`src/logic/sas_pkg.sv`:
```
package sas_pkg;
   localparam int NCH = 12;
   localparam int RW = 12;
   localparam int CONV_TICKS = 12;
   localparam logic [7:0] A_MODE = 8'h00;
   localparam logic [7:0] A_CTRL = 8'h04;
   localparam logic [7:0] A_INTERVAL = 8'h08;
   localparam logic [7:0] A_IMODE = 8'h0C;
   localparam logic [7:0] A_LIMMODE = 8'h10;
   localparam logic [7:0] A_UPPER = 8'h14;
   localparam logic [7:0] A_LOWER = 8'h18;
   localparam logic [7:0] A_CHEN = 8'h1C;
   localparam logic [7:0] A_LSTAT = 8'h20;
   localparam logic [7:0] A_LCLR = 8'h24;
   localparam logic [7:0] A_LAST = 8'h34;
   localparam logic [7:0] A_RES0 = 8'h38;
   localparam logic [7:0] A_RES11 = 8'h64;
   localparam logic [7:0] A_ISTAT = 8'h68;
   localparam logic [7:0] A_ICLR = 8'h6C;
   localparam logic [7:0] A_IEN = 8'h70;
   localparam int CTRL_START = 0;
   localparam int CTRL_CONT = 1;
   localparam int CTRL_TRIG = 2;
   localparam int CTRL_HALT = 3;
   localparam int CTRL_STOP = 4;
   localparam int CTRL_RUN = 5;
   localparam int RES_LSB = 4;
   localparam int EV_CONV = 0;
   localparam int EV_DONE = 1;
   localparam int EV_LIMIT = 2;
   localparam int NEV = 3;
   localparam logic [15:0] MODE_RESET = 16'h0000;
   localparam logic [RW-1:0] UPPER_RESET = 12'hFFF;
   typedef struct packed {
      logic [3:0] sample_hold_time;
      logic [2:0] rsvd;
      logic discharge_enable;
      logic [3:0] init_phase_time;
      logic [1:0] rsvd2;
      logic [1:0] conv_clock_select;
   } sas_mode_t;
   typedef enum logic [2:0] {
      S_IDLE = 3'b000,
      S_INIT = 3'b001,
      S_SAMPLE = 3'b011,
      S_CONVERT = 3'b010,
      S_INTERVAL = 3'b110
   } sas_state_t;
endpackage : sas_pkg

```
`src/logic/sas_sequencer.sv`:
```
`timescale 1ns/1ps
module sas_sequencer (
   input wire logic CLK,
   input wire logic RSTN,
   input wire logic PSEL,
   input wire logic PENABLE,
   input wire logic PWRITE,
   input wire logic [7:0] PADDR,
   input wire logic [31:0] PWDATA,
   output logic [31:0] PRDATA,
   output logic PREADY,
   output logic PSLVERR,
   input wire logic TRIGGER,
   input wire logic HALT_STATE,
   input wire logic [sas_pkg::RW-1:0] CORE_RESULT,
   output logic [3:0] CORE_CHANNEL,
   output logic CORE_DISCHARGE,
   output logic CORE_SAMPLE,
   output logic CORE_CONVERT,
   output logic RUNNING,
   output logic IRQ
);
   // Returns {found, channel} of the lowest enabled channel at or above from
   function automatic logic [4:0] next_chan(input logic [sas_pkg::NCH-1:0] en,
                                            input logic [4:0] from);
      logic [4:0] r;
      r = 5'h00;
      for (int i = sas_pkg::NCH - 1; i >= 0; i--) begin
         if (en[i] && (5'(i) >= from)) begin
            r = {1'b1, 4'(i)};
         end
      end
      return r;
   endfunction : next_chan

   sas_pkg::sas_mode_t mode, next_mode;
   logic [4:0] ctrl, next_ctrl;
   logic [7:0] interval, next_interval;
   logic [1:0] imode, next_imode;
   logic [1:0] limmode, next_limmode;
   logic [sas_pkg::RW-1:0] upper, next_upper, lower, next_lower;
   logic [sas_pkg::NCH-1:0] chen, next_chen, lstat, next_lstat;
   logic [sas_pkg::RW-1:0] res [sas_pkg::NCH];
   logic [sas_pkg::RW-1:0] next_res [sas_pkg::NCH];
   logic [sas_pkg::RW-1:0] last, next_last;
   logic [sas_pkg::NEV-1:0] istat, next_istat, ien, next_ien;
   sas_pkg::sas_state_t state, next_state;
   logic [7:0] cnt, next_cnt;
   logic [3:0] chan, next_chan_r;
   logic run, next_run;
   logic [2:0] div;
   logic trig_s1, trig_s2, trig_d, halt_d;
   logic tick, wr, rd_ok, start, last_ch, match, conv_evt;
   logic [2:0] tmask;
   logic [4:0] nxt;
   logic [3:0] ridx;
   logic [sas_pkg::NEV-1:0] ev;

   assign wr = PSEL && PENABLE && PWRITE;
   assign PREADY = 1'b1;
   assign RUNNING = run;
   assign IRQ = |(istat & ien);
   assign CORE_CHANNEL = chan;
   assign CORE_DISCHARGE = (state == sas_pkg::S_INIT) && mode.discharge_enable;
   assign CORE_SAMPLE = (state == sas_pkg::S_SAMPLE);
   assign CORE_CONVERT = (state == sas_pkg::S_CONVERT);
   assign ridx = 4'((PADDR - sas_pkg::A_RES0) >> 2);

   always_comb begin
      case (mode.conv_clock_select)
         2'h0: tmask = 3'h0;
         2'h1: tmask = 3'h1;
         2'h2: tmask = 3'h3;
         default: tmask = 3'h7;
      endcase
      tick = ((div & tmask) == tmask);
   end

   // APB read side; unmapped reads return zero with an error answer
   always_comb begin
      PRDATA = 32'h0000_0000;
      rd_ok = 1'b1;
      if (PADDR >= sas_pkg::A_RES0 && PADDR <= sas_pkg::A_RES11 && PADDR[1:0] == 2'h0) begin
         PRDATA[sas_pkg::RES_LSB +: sas_pkg::RW] = res[ridx];
      end else begin
         case (PADDR)
            sas_pkg::A_MODE: PRDATA[15:0] = mode;
            sas_pkg::A_CTRL: PRDATA[5:0] = {run, 1'b0, ctrl[3:1], 1'b0};
            sas_pkg::A_INTERVAL: PRDATA[7:0] = interval;
            sas_pkg::A_IMODE: PRDATA[1:0] = imode;
            sas_pkg::A_LIMMODE: PRDATA[1:0] = limmode;
            sas_pkg::A_UPPER: PRDATA[11:0] = upper;
            sas_pkg::A_LOWER: PRDATA[11:0] = lower;
            sas_pkg::A_CHEN: PRDATA[11:0] = chen;
            sas_pkg::A_LSTAT: PRDATA[11:0] = lstat;
            sas_pkg::A_LCLR: PRDATA = 32'h0000_0000;
            sas_pkg::A_LAST: PRDATA[sas_pkg::RES_LSB +: sas_pkg::RW] = last;
            sas_pkg::A_ISTAT: PRDATA[2:0] = istat;
            sas_pkg::A_ICLR: PRDATA = 32'h0000_0000;
            sas_pkg::A_IEN: PRDATA[2:0] = ien;
            default: rd_ok = 1'b0;
         endcase
      end
      PSLVERR = PSEL && PENABLE && !rd_ok;
   end

   always_comb begin
      next_mode = mode;
      next_ctrl = ctrl;
      next_interval = interval;
      next_imode = imode;
      next_limmode = limmode;
      next_upper = upper;
      next_lower = lower;
      next_chen = chen;
      next_lstat = lstat;
      next_res = res;
      next_last = last;
      next_ien = ien;
      next_state = state;
      next_cnt = cnt;
      next_chan_r = chan;
      next_run = run;
      ev = '0;
      match = 1'b0;
      conv_evt = 1'b0;
      last_ch = 1'b0;
      nxt = 5'h00;
      if (wr) begin
         case (PADDR)
            sas_pkg::A_MODE: next_mode = PWDATA[15:0];
            sas_pkg::A_CTRL: next_ctrl[3:1] = PWDATA[3:1];
            sas_pkg::A_INTERVAL: next_interval = PWDATA[7:0];
            sas_pkg::A_IMODE: next_imode = PWDATA[1:0];
            sas_pkg::A_LIMMODE: next_limmode = PWDATA[1:0];
            sas_pkg::A_UPPER: next_upper = PWDATA[11:0];
            sas_pkg::A_LOWER: next_lower = PWDATA[11:0];
            sas_pkg::A_CHEN: next_chen = PWDATA[11:0];
            sas_pkg::A_LCLR: next_lstat = lstat & ~PWDATA[11:0];
            sas_pkg::A_IEN: next_ien = PWDATA[2:0];
            default: ;
         endcase
      end
      // Start and stop are accepted in any cycle, not only on ticks
      start = (wr && PADDR == sas_pkg::A_CTRL && PWDATA[sas_pkg::CTRL_START])
         || (ctrl[sas_pkg::CTRL_TRIG] && trig_s2 && !trig_d)
         || (ctrl[sas_pkg::CTRL_HALT] && HALT_STATE && !halt_d);
      if (state == sas_pkg::S_IDLE) begin
         nxt = next_chan(chen, 5'h00);
         if (start && nxt[4]) begin
            next_state = sas_pkg::S_INIT;
            next_chan_r = nxt[3:0];
            next_cnt = 8'h00;
            next_run = 1'b1;
         end
      end else if (wr && PADDR == sas_pkg::A_CTRL && PWDATA[sas_pkg::CTRL_STOP]) begin
         next_state = sas_pkg::S_IDLE;
         next_run = 1'b0;
         ev[sas_pkg::EV_DONE] = 1'b1;
      end else if (tick) begin
         next_cnt = cnt + 8'h01;
         unique case (state)
            sas_pkg::S_INIT: begin
               if (cnt >= {4'h0, mode.init_phase_time}) begin
                  next_state = sas_pkg::S_SAMPLE;
                  next_cnt = 8'h00;
               end
            end
            sas_pkg::S_SAMPLE: begin
               if (cnt >= {4'h0, mode.sample_hold_time}) begin
                  next_state = sas_pkg::S_CONVERT;
                  next_cnt = 8'h00;
               end
            end
            sas_pkg::S_CONVERT: begin
               if (cnt == 8'(sas_pkg::CONV_TICKS - 1)) begin
                  next_cnt = 8'h00;
                  next_res[chan] = CORE_RESULT;
                  next_last = CORE_RESULT;
                  match = (CORE_RESULT <= upper) && (CORE_RESULT >= lower);
                  if (limmode[0] && match) begin
                     next_lstat[chan] = 1'b1;
                     ev[sas_pkg::EV_LIMIT] = 1'b1;
                  end
                  nxt = next_chan(chen, {1'b0, chan} + 5'h01);
                  if (ctrl[sas_pkg::CTRL_CONT]) begin
                     last_ch = 1'b1;
                     if (mode.discharge_enable && interval != 8'h00) begin
                        next_state = sas_pkg::S_INTERVAL;
                     end else if (mode.discharge_enable) begin
                        next_state = sas_pkg::S_INIT;
                     end else begin
                        next_state = sas_pkg::S_SAMPLE;
                     end
                  end else if (nxt[4]) begin
                     next_state = sas_pkg::S_INIT;
                     next_chan_r = nxt[3:0];
                  end else begin
                     last_ch = 1'b1;
                     next_state = sas_pkg::S_IDLE;
                     next_run = 1'b0;
                     ev[sas_pkg::EV_DONE] = 1'b1;
                  end
                  // Limit-gated interrupt: with limmode bit 0 set, only matches report unless imode bit 1 set
                  conv_evt = (imode[0] || last_ch)
                     && (imode[1] || !limmode[0] || match);
                  ev[sas_pkg::EV_CONV] = conv_evt;
               end
            end
            sas_pkg::S_INTERVAL: begin
               if (cnt >= interval - 8'h01) begin
                  next_state = sas_pkg::S_INIT;
                  next_cnt = 8'h00;
               end
            end
            default: begin
               next_state = sas_pkg::S_IDLE;
               next_run = 1'b0;
            end
         endcase
      end
      // Hardware set wins over a same-cycle software clear
      next_istat = istat;
      if (wr && PADDR == sas_pkg::A_ICLR) begin
         next_istat = istat & ~PWDATA[2:0];
      end
      next_istat = next_istat | ev;
   end

   always_ff @(posedge CLK) begin
      if (!RSTN) begin
         mode <= sas_pkg::MODE_RESET;
         ctrl <= 5'h00;
         interval <= 8'h00;
         imode <= 2'h0;
         limmode <= 2'h0;
         upper <= sas_pkg::UPPER_RESET;
         lower <= 12'h000;
         chen <= 12'h000;
         lstat <= 12'h000;
         for (int i = 0; i < sas_pkg::NCH; i++) begin
            res[i] <= 12'h000;
         end
         last <= 12'h000;
         istat <= 3'h0;
         ien <= 3'h0;
         state <= sas_pkg::S_IDLE;
         cnt <= 8'h00;
         chan <= 4'h0;
         run <= 1'b0;
         div <= 3'h0;
         trig_s1 <= 1'b0;
         trig_s2 <= 1'b0;
         trig_d <= 1'b0;
         halt_d <= 1'b0;
      end else begin
         mode <= next_mode;
         ctrl <= next_ctrl;
         interval <= next_interval;
         imode <= next_imode;
         limmode <= next_limmode;
         upper <= next_upper;
         lower <= next_lower;
         chen <= next_chen;
         lstat <= next_lstat;
         res <= next_res;
         last <= next_last;
         istat <= next_istat;
         ien <= next_ien;
         state <= next_state;
         cnt <= next_cnt;
         chan <= next_chan_r;
         run <= next_run;
         div <= div + 3'h1;
         trig_s1 <= TRIGGER;
         trig_s2 <= trig_s1;
         trig_d <= trig_s2;
         halt_d <= HALT_STATE;
      end
   end
endmodule : sas_sequencer

```
`config.mk`:
```
export PLATFORM = sky130hd
export DESIGN_NAME = sas_sequencer
export DESIGN_NICKNAME = d
export VERILOG_FILES = /design/src/logic/sas_pkg.sv /design/src/logic/sas_sequencer.sv
export SDC_FILE = /design/constraint.sdc
export NUM_CORES = 1
export LEC_CHECK = 0
export BUFFER_PORTS_ARGS = -buffer_cell sky130_fd_sc_hd__clkbuf_2
export CELL_PAD_IN_SITES_DETAIL_PLACEMENT = 2
export CELL_PAD_IN_SITES_GLOBAL_PLACEMENT = 2
export CORE_UTILIZATION = 41
export CTS_BUF_LIST = sky130_fd_sc_hd__clkbuf_8
export CTS_CLUSTER_DIAMETER = 120
export DETAILED_ROUTE_END_ITERATION = 10
export HOLD_SLACK_MARGIN = 0.12
export PLACE_DENSITY_LB_ADDON = 0.1
export REMOVE_ABC_BUFFERS = 1
export SLEW_MARGIN = 10
export SYNTH_ARGS = -nofsm -noshare
export SYNTH_HDL_FRONTEND = slang
export SYNTH_SLANG_ARGS = --single-unit
```
`constraint.sdc`:
```
create_clock -name CLK -period 5.9 [get_ports CLK]
set_input_delay 0.295 -clock CLK [delete_from_list [all_inputs] [get_ports CLK]]
set_output_delay 0.295 -clock CLK [all_outputs]
set_load 0.02 [all_outputs]
```
# Yosys cells after proc, flatten, opt, wreduce, memory -nomap -nowiden
# Index checks and enable logic that the tools add are counted.
word_totals:
  register_bits: 264
  input_bits: 59
op_classes:
  add_sub_neg: 5
  n_lt_le_gt_ge: 24
  n_eq_ne: 31
  mux: 113
  n_bitwise: 12
  n_reduce_logical: 69
op_table:
  columns: ["operator", "count"]
  rows:
  - ["5-bit two-way mux", 30]
  - ["144-bit bitwise mux", 1]
  - ["12-bit two-way mux", 12]
  - ["8-bit two-way mux", 8]
  - ["12-bit binary-select mux with 4-bit select", 1]
  - ["12-bit demux with 4-bit select", 1]
  - ["3-bit two-way mux", 15]
  - ["4-bit two-way mux", 9]
  - ["1-bit logical AND", 33]
  - ["8-bit by 5-bit == test with 1-bit output, second input constant", 4]
  - ["8-bit one-hot mux with 4 select lines", 1]
  - ["8-bit by 4-bit == test with 1-bit output, second input constant", 3]
  - ["8-bit by 6-bit == test with 1-bit output, second input constant", 3]
  - ["8-bit by 7-bit == test with 1-bit output, second input constant", 3]
  - ["4-bit one-hot mux with 6 select lines", 1]
  - ["1-bit two-way mux", 23]
  - ["2-bit one-hot mux with 11 select lines", 1]
  - ["3-bit by 5-bit >= comparator with 1-bit output, first input constant", 4]
  - ["4-bit by 5-bit >= comparator with 1-bit output, first input constant", 4]
  - ["2-bit AND reduction", 9]
  - ["8-bit by 4-bit >= comparator with 1-bit output", 2]
  - ["2-bit one-hot mux with 8 select lines", 1]
  - ["2-bit one-hot mux with 7 select lines", 1]
  - ["14-bit OR reduction", 1]
  - ["other kinds (58)", 83]

# Longest topological paths before layout
logic_depth:
  word_depth: 35
  mapped_depth: 14
  ltp_nobuf: 12

# Worst setup path before layout
# OpenSTA, ideal clock, no wires.
synth_timing:
  path_kind: "reg-to-reg"
  startpoint: "register interval[2]"
  endpoint: "register cnt[4]"
  setup_ns: 0.119
  arrival_time_ns: 2.789
  required_ns: 5.781
  slack_ns: 2.993
  path_stages_with_launch: 14
  synth_period_minus_slack_ns: 2.907
  cell_sequence: "dfxtp_1 nor4_1 nand2_1 xor2_1 ha_1 nand3_1 o221ai_1 a31oi_1 a211oi_1 and3_1 clkbuf_1 clkbuf_1 nor2_1 o221a_2"
synth_via:
  elab_chain_len: 7
synth_lines:
  columns: ["element", "line", "rtl"]
  rows:
  - ["start: declaration", "sas_sequencer.sv:38", "logic [7:0] interval, next_interval;"]
  - ["start signal: assignment", "sas_sequencer.sv:259", "interval <= next_interval;"]
  - ["8-bit by 1-bit subtractor with 8-bit output", "sas_sequencer.sv:211", "if (cnt >= interval - 8'h01) begin"]
  - ["8-bit >= comparator", "sas_sequencer.sv:211", null]
  - ["8-bit two-way mux", "sas_sequencer.sv:211", null]
  - ["8-bit one-hot mux with 4 select lines", "sas_sequencer.sv:162", "unique case (state)"]
  - ["8-bit two-way mux", "sas_sequencer.sv:160", "end else if (tick) begin"]
  - ["8-bit two-way mux", "sas_sequencer.sv:156", "end else if (wr && PADDR == sas_pkg::A_CTRL && PWDATA[sas_pkg::CTRL_STOP]) begin"]
  - ["8-bit two-way mux", "sas_sequencer.sv:148", "if (state == sas_pkg::S_IDLE) begin"]
  - ["end signal: assignment", "sas_sequencer.sv:271", "cnt <= next_cnt;"]
  - ["end: declaration", "sas_sequencer.sv:48", "logic [7:0] cnt, next_cnt;"]
# No other way between the ends. The select of a mux whose other input is x is not followed.
# A chain may end at the register's enable or synchronous reset.

# Worst setup path in the final report
layout_timing:
  startpoint: "register cnt[4]"
  endpoint: "register res[85] (netlist bit)"
layout_via:
  elab_chain_len: 2
layout_lines:
  columns: ["element", "line", "rtl"]
  rows:
  - ["8-bit by 4-bit == test with 1-bit output", "sas_sequencer.sv:176", "if (cnt == 8'(sas_pkg::CONV_TICKS - 1)) begin"]
  - ["5-bit AND reduction (no source line)", null, null]
  - ["end signal: assignment", "sas_sequencer.sv:266", "res <= next_res;"]
  - ["end: declaration", "sas_sequencer.sv:43", "logic [sas_pkg::RW-1:0] res [sas_pkg::NCH];"]
# No other way between the ends.

==> metrics.md <==
| Metric | Value |
|---|---|
| Status | finished, final reports clean |
| Post-Layout Cell Count | between 2,000 and 2,500 |
| Die W | between 150 and 200 um |
| Fin. Hold Viols | 0 |
| GR Util met1 | 38.34% |
| Per-cell routed wire length | 25.11 um |
| Max Cap Violations | 0 |
| Post-synth EDFFs | 0 |
| Clk buf depth | 3 |
| Post-route cell area | 15,570 sq um |
| Total Routing Usage GR | 32.93% |
| CP endpoint kind | register |
| Post-route DRC violation count | 0 |
| CTS root buf | clkbuf_8 |
| Vias | 13,660 |
| Arrival time at the worst endpoint | 4.46 ns |
| DP Area | 14,370 sq um |
| Register area share after synthesis | 37.97% |
| Synth Flop Type | dfxtp_1 |
| Post CTS Setup Buffer Count | 0 |
| Adder-cell area share of the yosys netlist | 4.494% |
| Initial antenna violation count | 0 |
| Syn Area/Cell | 8.010 sq um |
| Hold Path Depth | 3 |
| Cell count after synthesis | approximately 1,700 |
| Met2 usage | 58.63% |
| RSZ-0062 raised after global routing | false |
| Critical path fanouts, max | 52 |
| Post-Synth Simple-Gate Area | 23.30% |
| Most common cell after layout, fill and taps aside | nand2_1 |
| Req. time, crit path | 6.38 ns |
| H-tree levels | 2 |
| DIE AREA | 34,690 sq um |
| Post-synthesis mux area share | 9.150% |
| Global route total overflow | 0 |
| GRT Max-Usage Layer | met2 |
| CP max stage delay | 0.67 ns |
| Largest net degree at the start of global routing | 106 |
| Yosys warning count | 0 |
| Worst-Margin Slew | about 1.2 ns |
| Ports | 102 |
| Setup CP Type | reg2reg |
| M3 GR Usage | 4.303% |
| Placed instance count | approximately 2,100 |
| Filler cell count in the final layout | 3,804 |
| R2R depth | 8 |
| Post-Place Setup Slack | 1.622 ns |
| Layout cells sized above 1 | 12.37% |
| Die Y | 186.3 um |
| Most frequent cells in the layout | nand2_1, dfxtp_1, a21oi_1, nand3_1, inv_1 |
| Top Family by Delay on Critical Path | simple AND/OR/NAND/NOR gates |
| Drt first pass iters | 6 |
| Slew Limit Fails | 0 |
| Row cnt | 67 |
| Area growth, synth to finish | 11.87% |
| Final period utilization | 67.52% |
| Core ar. | 33,450 sq um |
| Dpl hpwl | 36.25 mm |
| R2r setup slk | 1.92 ns |
| Initial Utilization | about two fifths |
| Worst Hold Class | in2reg |
| Leakage | 5.742 nW |
| Detail Route Antenna Nets | 0 |
| Clk_lat worst skew | approximately 0.66 ns |
| Slowest stage cell, crit path | nand2_1 |
| Synth top area cells | dfxtp_1, nand2_1, a21oi_1, nand3_1, mux4_2 |
| Most used cell, CP | nand2_1 |
| Startpoint types | register |
| Area share of xor/xnor cells in the synthesized design | 0.6292% |
| Max VDD drop | 194.6 uV |
| CP Buf/Inv Count | 1 |
| R2R Path End | res[85]$_SDFFE_PN0P_ |
| Post-synthesis register bit count | between 200 and 300 |
| Compound-Gate Fraction of Synth Area | 17.26% |
| Global-route wire length before repair | 85.46 mm |
| Largest family of logic cells by synthesized area | simple AND/OR/NAND/NOR gates |
| Critical R2R Launch | cnt[4]$_SDFFE_PN0P_ |
| Yosys cell types | 69 |
| Slew HR | 19.70% |
| Count of final setup violators | 0 |
| CTS clock-pin slew for the worst setup and hold paths | 0.06 ns |
| Vias/cell | 6.093 |
| Synth area leader | dfxtp_1 |
| Number of I/O port buffers | between 60 and 70 |
| CTS Buf Count | roughly 50 |
| Min-delay src | CORE_RESULT[2] |
| Overall routed net length | 56.29 mm |
| Diodes inserted | 0 |
| Highest clock rate | 251.0 MHz |
| Clk sinks | 264 |
| Overall power | roughly 4.0 mW |
| Final WS setup | between 1.5 and 2 ns |
| DR iter-0 viols | 668 |
| End of the worst hold path | res[26]$_SDFFE_PN0P_ |
| Critical-path cell list | or4_4, or4_1, or2_0, nor4_4, buf_4, nand2_1, nand2_1, a21oi_1 |
| Routability Congestion | roughly 0.83 |
| Post-Syn Area | 13,920 sq um |
| Worst path depth | 8 |
| Clock Skew | 0.04041 ns |
| Setup TNS | 0 ns |
| CTS tree | yes |
| Final net count | approximately 1,900 |
| PD cells | 260.0 nW/um^2 |
| Vias in the first global route | 14,630 |
| Fin crit period | 3.984 ns |
| Post-synth ARST share | 0% |
| Yosys top cell area share | 37.97% |
## metal layers
layer  part of all wire (%)  wire length (um)  vias to the layer above
li1                       -                 -                     6168
met1                     41             23050                     6993
met2                     50             28340                      353
met3                    3.9              2173                      147
met4                    4.9              2737                        0
met5                      0                 0                        -
## worst max path at each step
stage	start	end	slack (ns)
2_1_floorplan	cnt[4]$_SDFFE_PN0P_	res[0]$_SDFFE_PN0P_	1.87
3_3_place_gp	PADDR[3]	res[21]$_SDFFE_PN0P_	1.77
3_5_place_dp	PADDR[3]	res[21]$_SDFFE_PN0P_	1.62
4_1_cts	cnt[4]$_SDFFE_PN0P_	res[85]$_SDFFE_PN0P_	1.97
5_1_grt	cnt[4]$_SDFFE_PN0P_	res[134]$_SDFFE_PN0P_	1.81
6_report	cnt[4]$_SDFFE_PN0P_	res[85]$_SDFFE_PN0P_	1.92
## timing repair
| item | in CTS | in global routing |
|---|---|---|
| hold buffers | 19 | 0 |
| gates resized for setup | 0 | 0 |
| endpoints found under the hold margin | 82 | 0 |
## cells in the mapped netlist, types with 7 or more instances
cell,n
buf_6,9
nand4_1,10
nor2_1,63
buf_1,8
o22ai_1,11
nand2b_1,9
o21a_1,9
a222oi_1,12
nor3_1,17
nand2_1,341
nor2b_1,7
buf_2,22
a221oi_1,9
clkbuf_1,103
o21ai_0,38
mux4_2,36
o211ai_1,21
inv_1,62
mux2i_1,44
buf_4,17
and3_1,8
and2_1,10
nor4_1,16
a21oi_1,231
nand3_1,198
dfxtp_1,264
ha_1,50
## final cells by class
class | count | area [sq um] | area share [%]
multi-input cells | 1266 | 7736 | 49.67
clock inverters | 25 | 165.2 | 1.060
inverters | 64 | 245.2 | 1.575
repair buffers | 113 | 728.2 | 4.676
well taps | 448 | 560.5 | 3.599
clock buffers | 62 | 853.3 | 5.479
flip-flops and latches | 264 | 5285 | 33.94
## kinds of logic after synthesis
group	after synthesis
AO/OA/AOI/OAI	397
XOR/XNOR	10
adder cells (fa/ha/maj)	50
buffers and inverters	223
flip-flops	264
multiplexers	82
other	2
AND/OR/NAND/NOR	710
## through the flow
stage / hold WS [ns] / utilization, %
final: 0.1801 / 46.56
after global placement: 0.4308 / 42.95
after global routing: 0.1824 / 46.56
after floorplan: 0.3668 / -
after detailed placement: 0.4269 / 42.95
after CTS: 0.1301 / 46.56
## power breakdown
part | switching, mW | internal (mW)
Sequential | 0.0172 | 1.79
Clock | 0.846 | 1.03
Combinational | 0.273 | 0.0941
Total | 1.14 | 2.91
## state kept, by name, summed over array words and instances (netlist names), 4 cells and up
register      count
upper            12
interval          8
res             144
lower            12
last             12
CORE_CHANNEL      4
cnt               8
lstat            12
mode             16
chen             12
## tightest hold or removal path, cell delays in order
cell      delay, ns
clkbuf_2       0.27
nand3_1        0.14
a21oi_1        0.06
(Power assumes the default switching activity.)
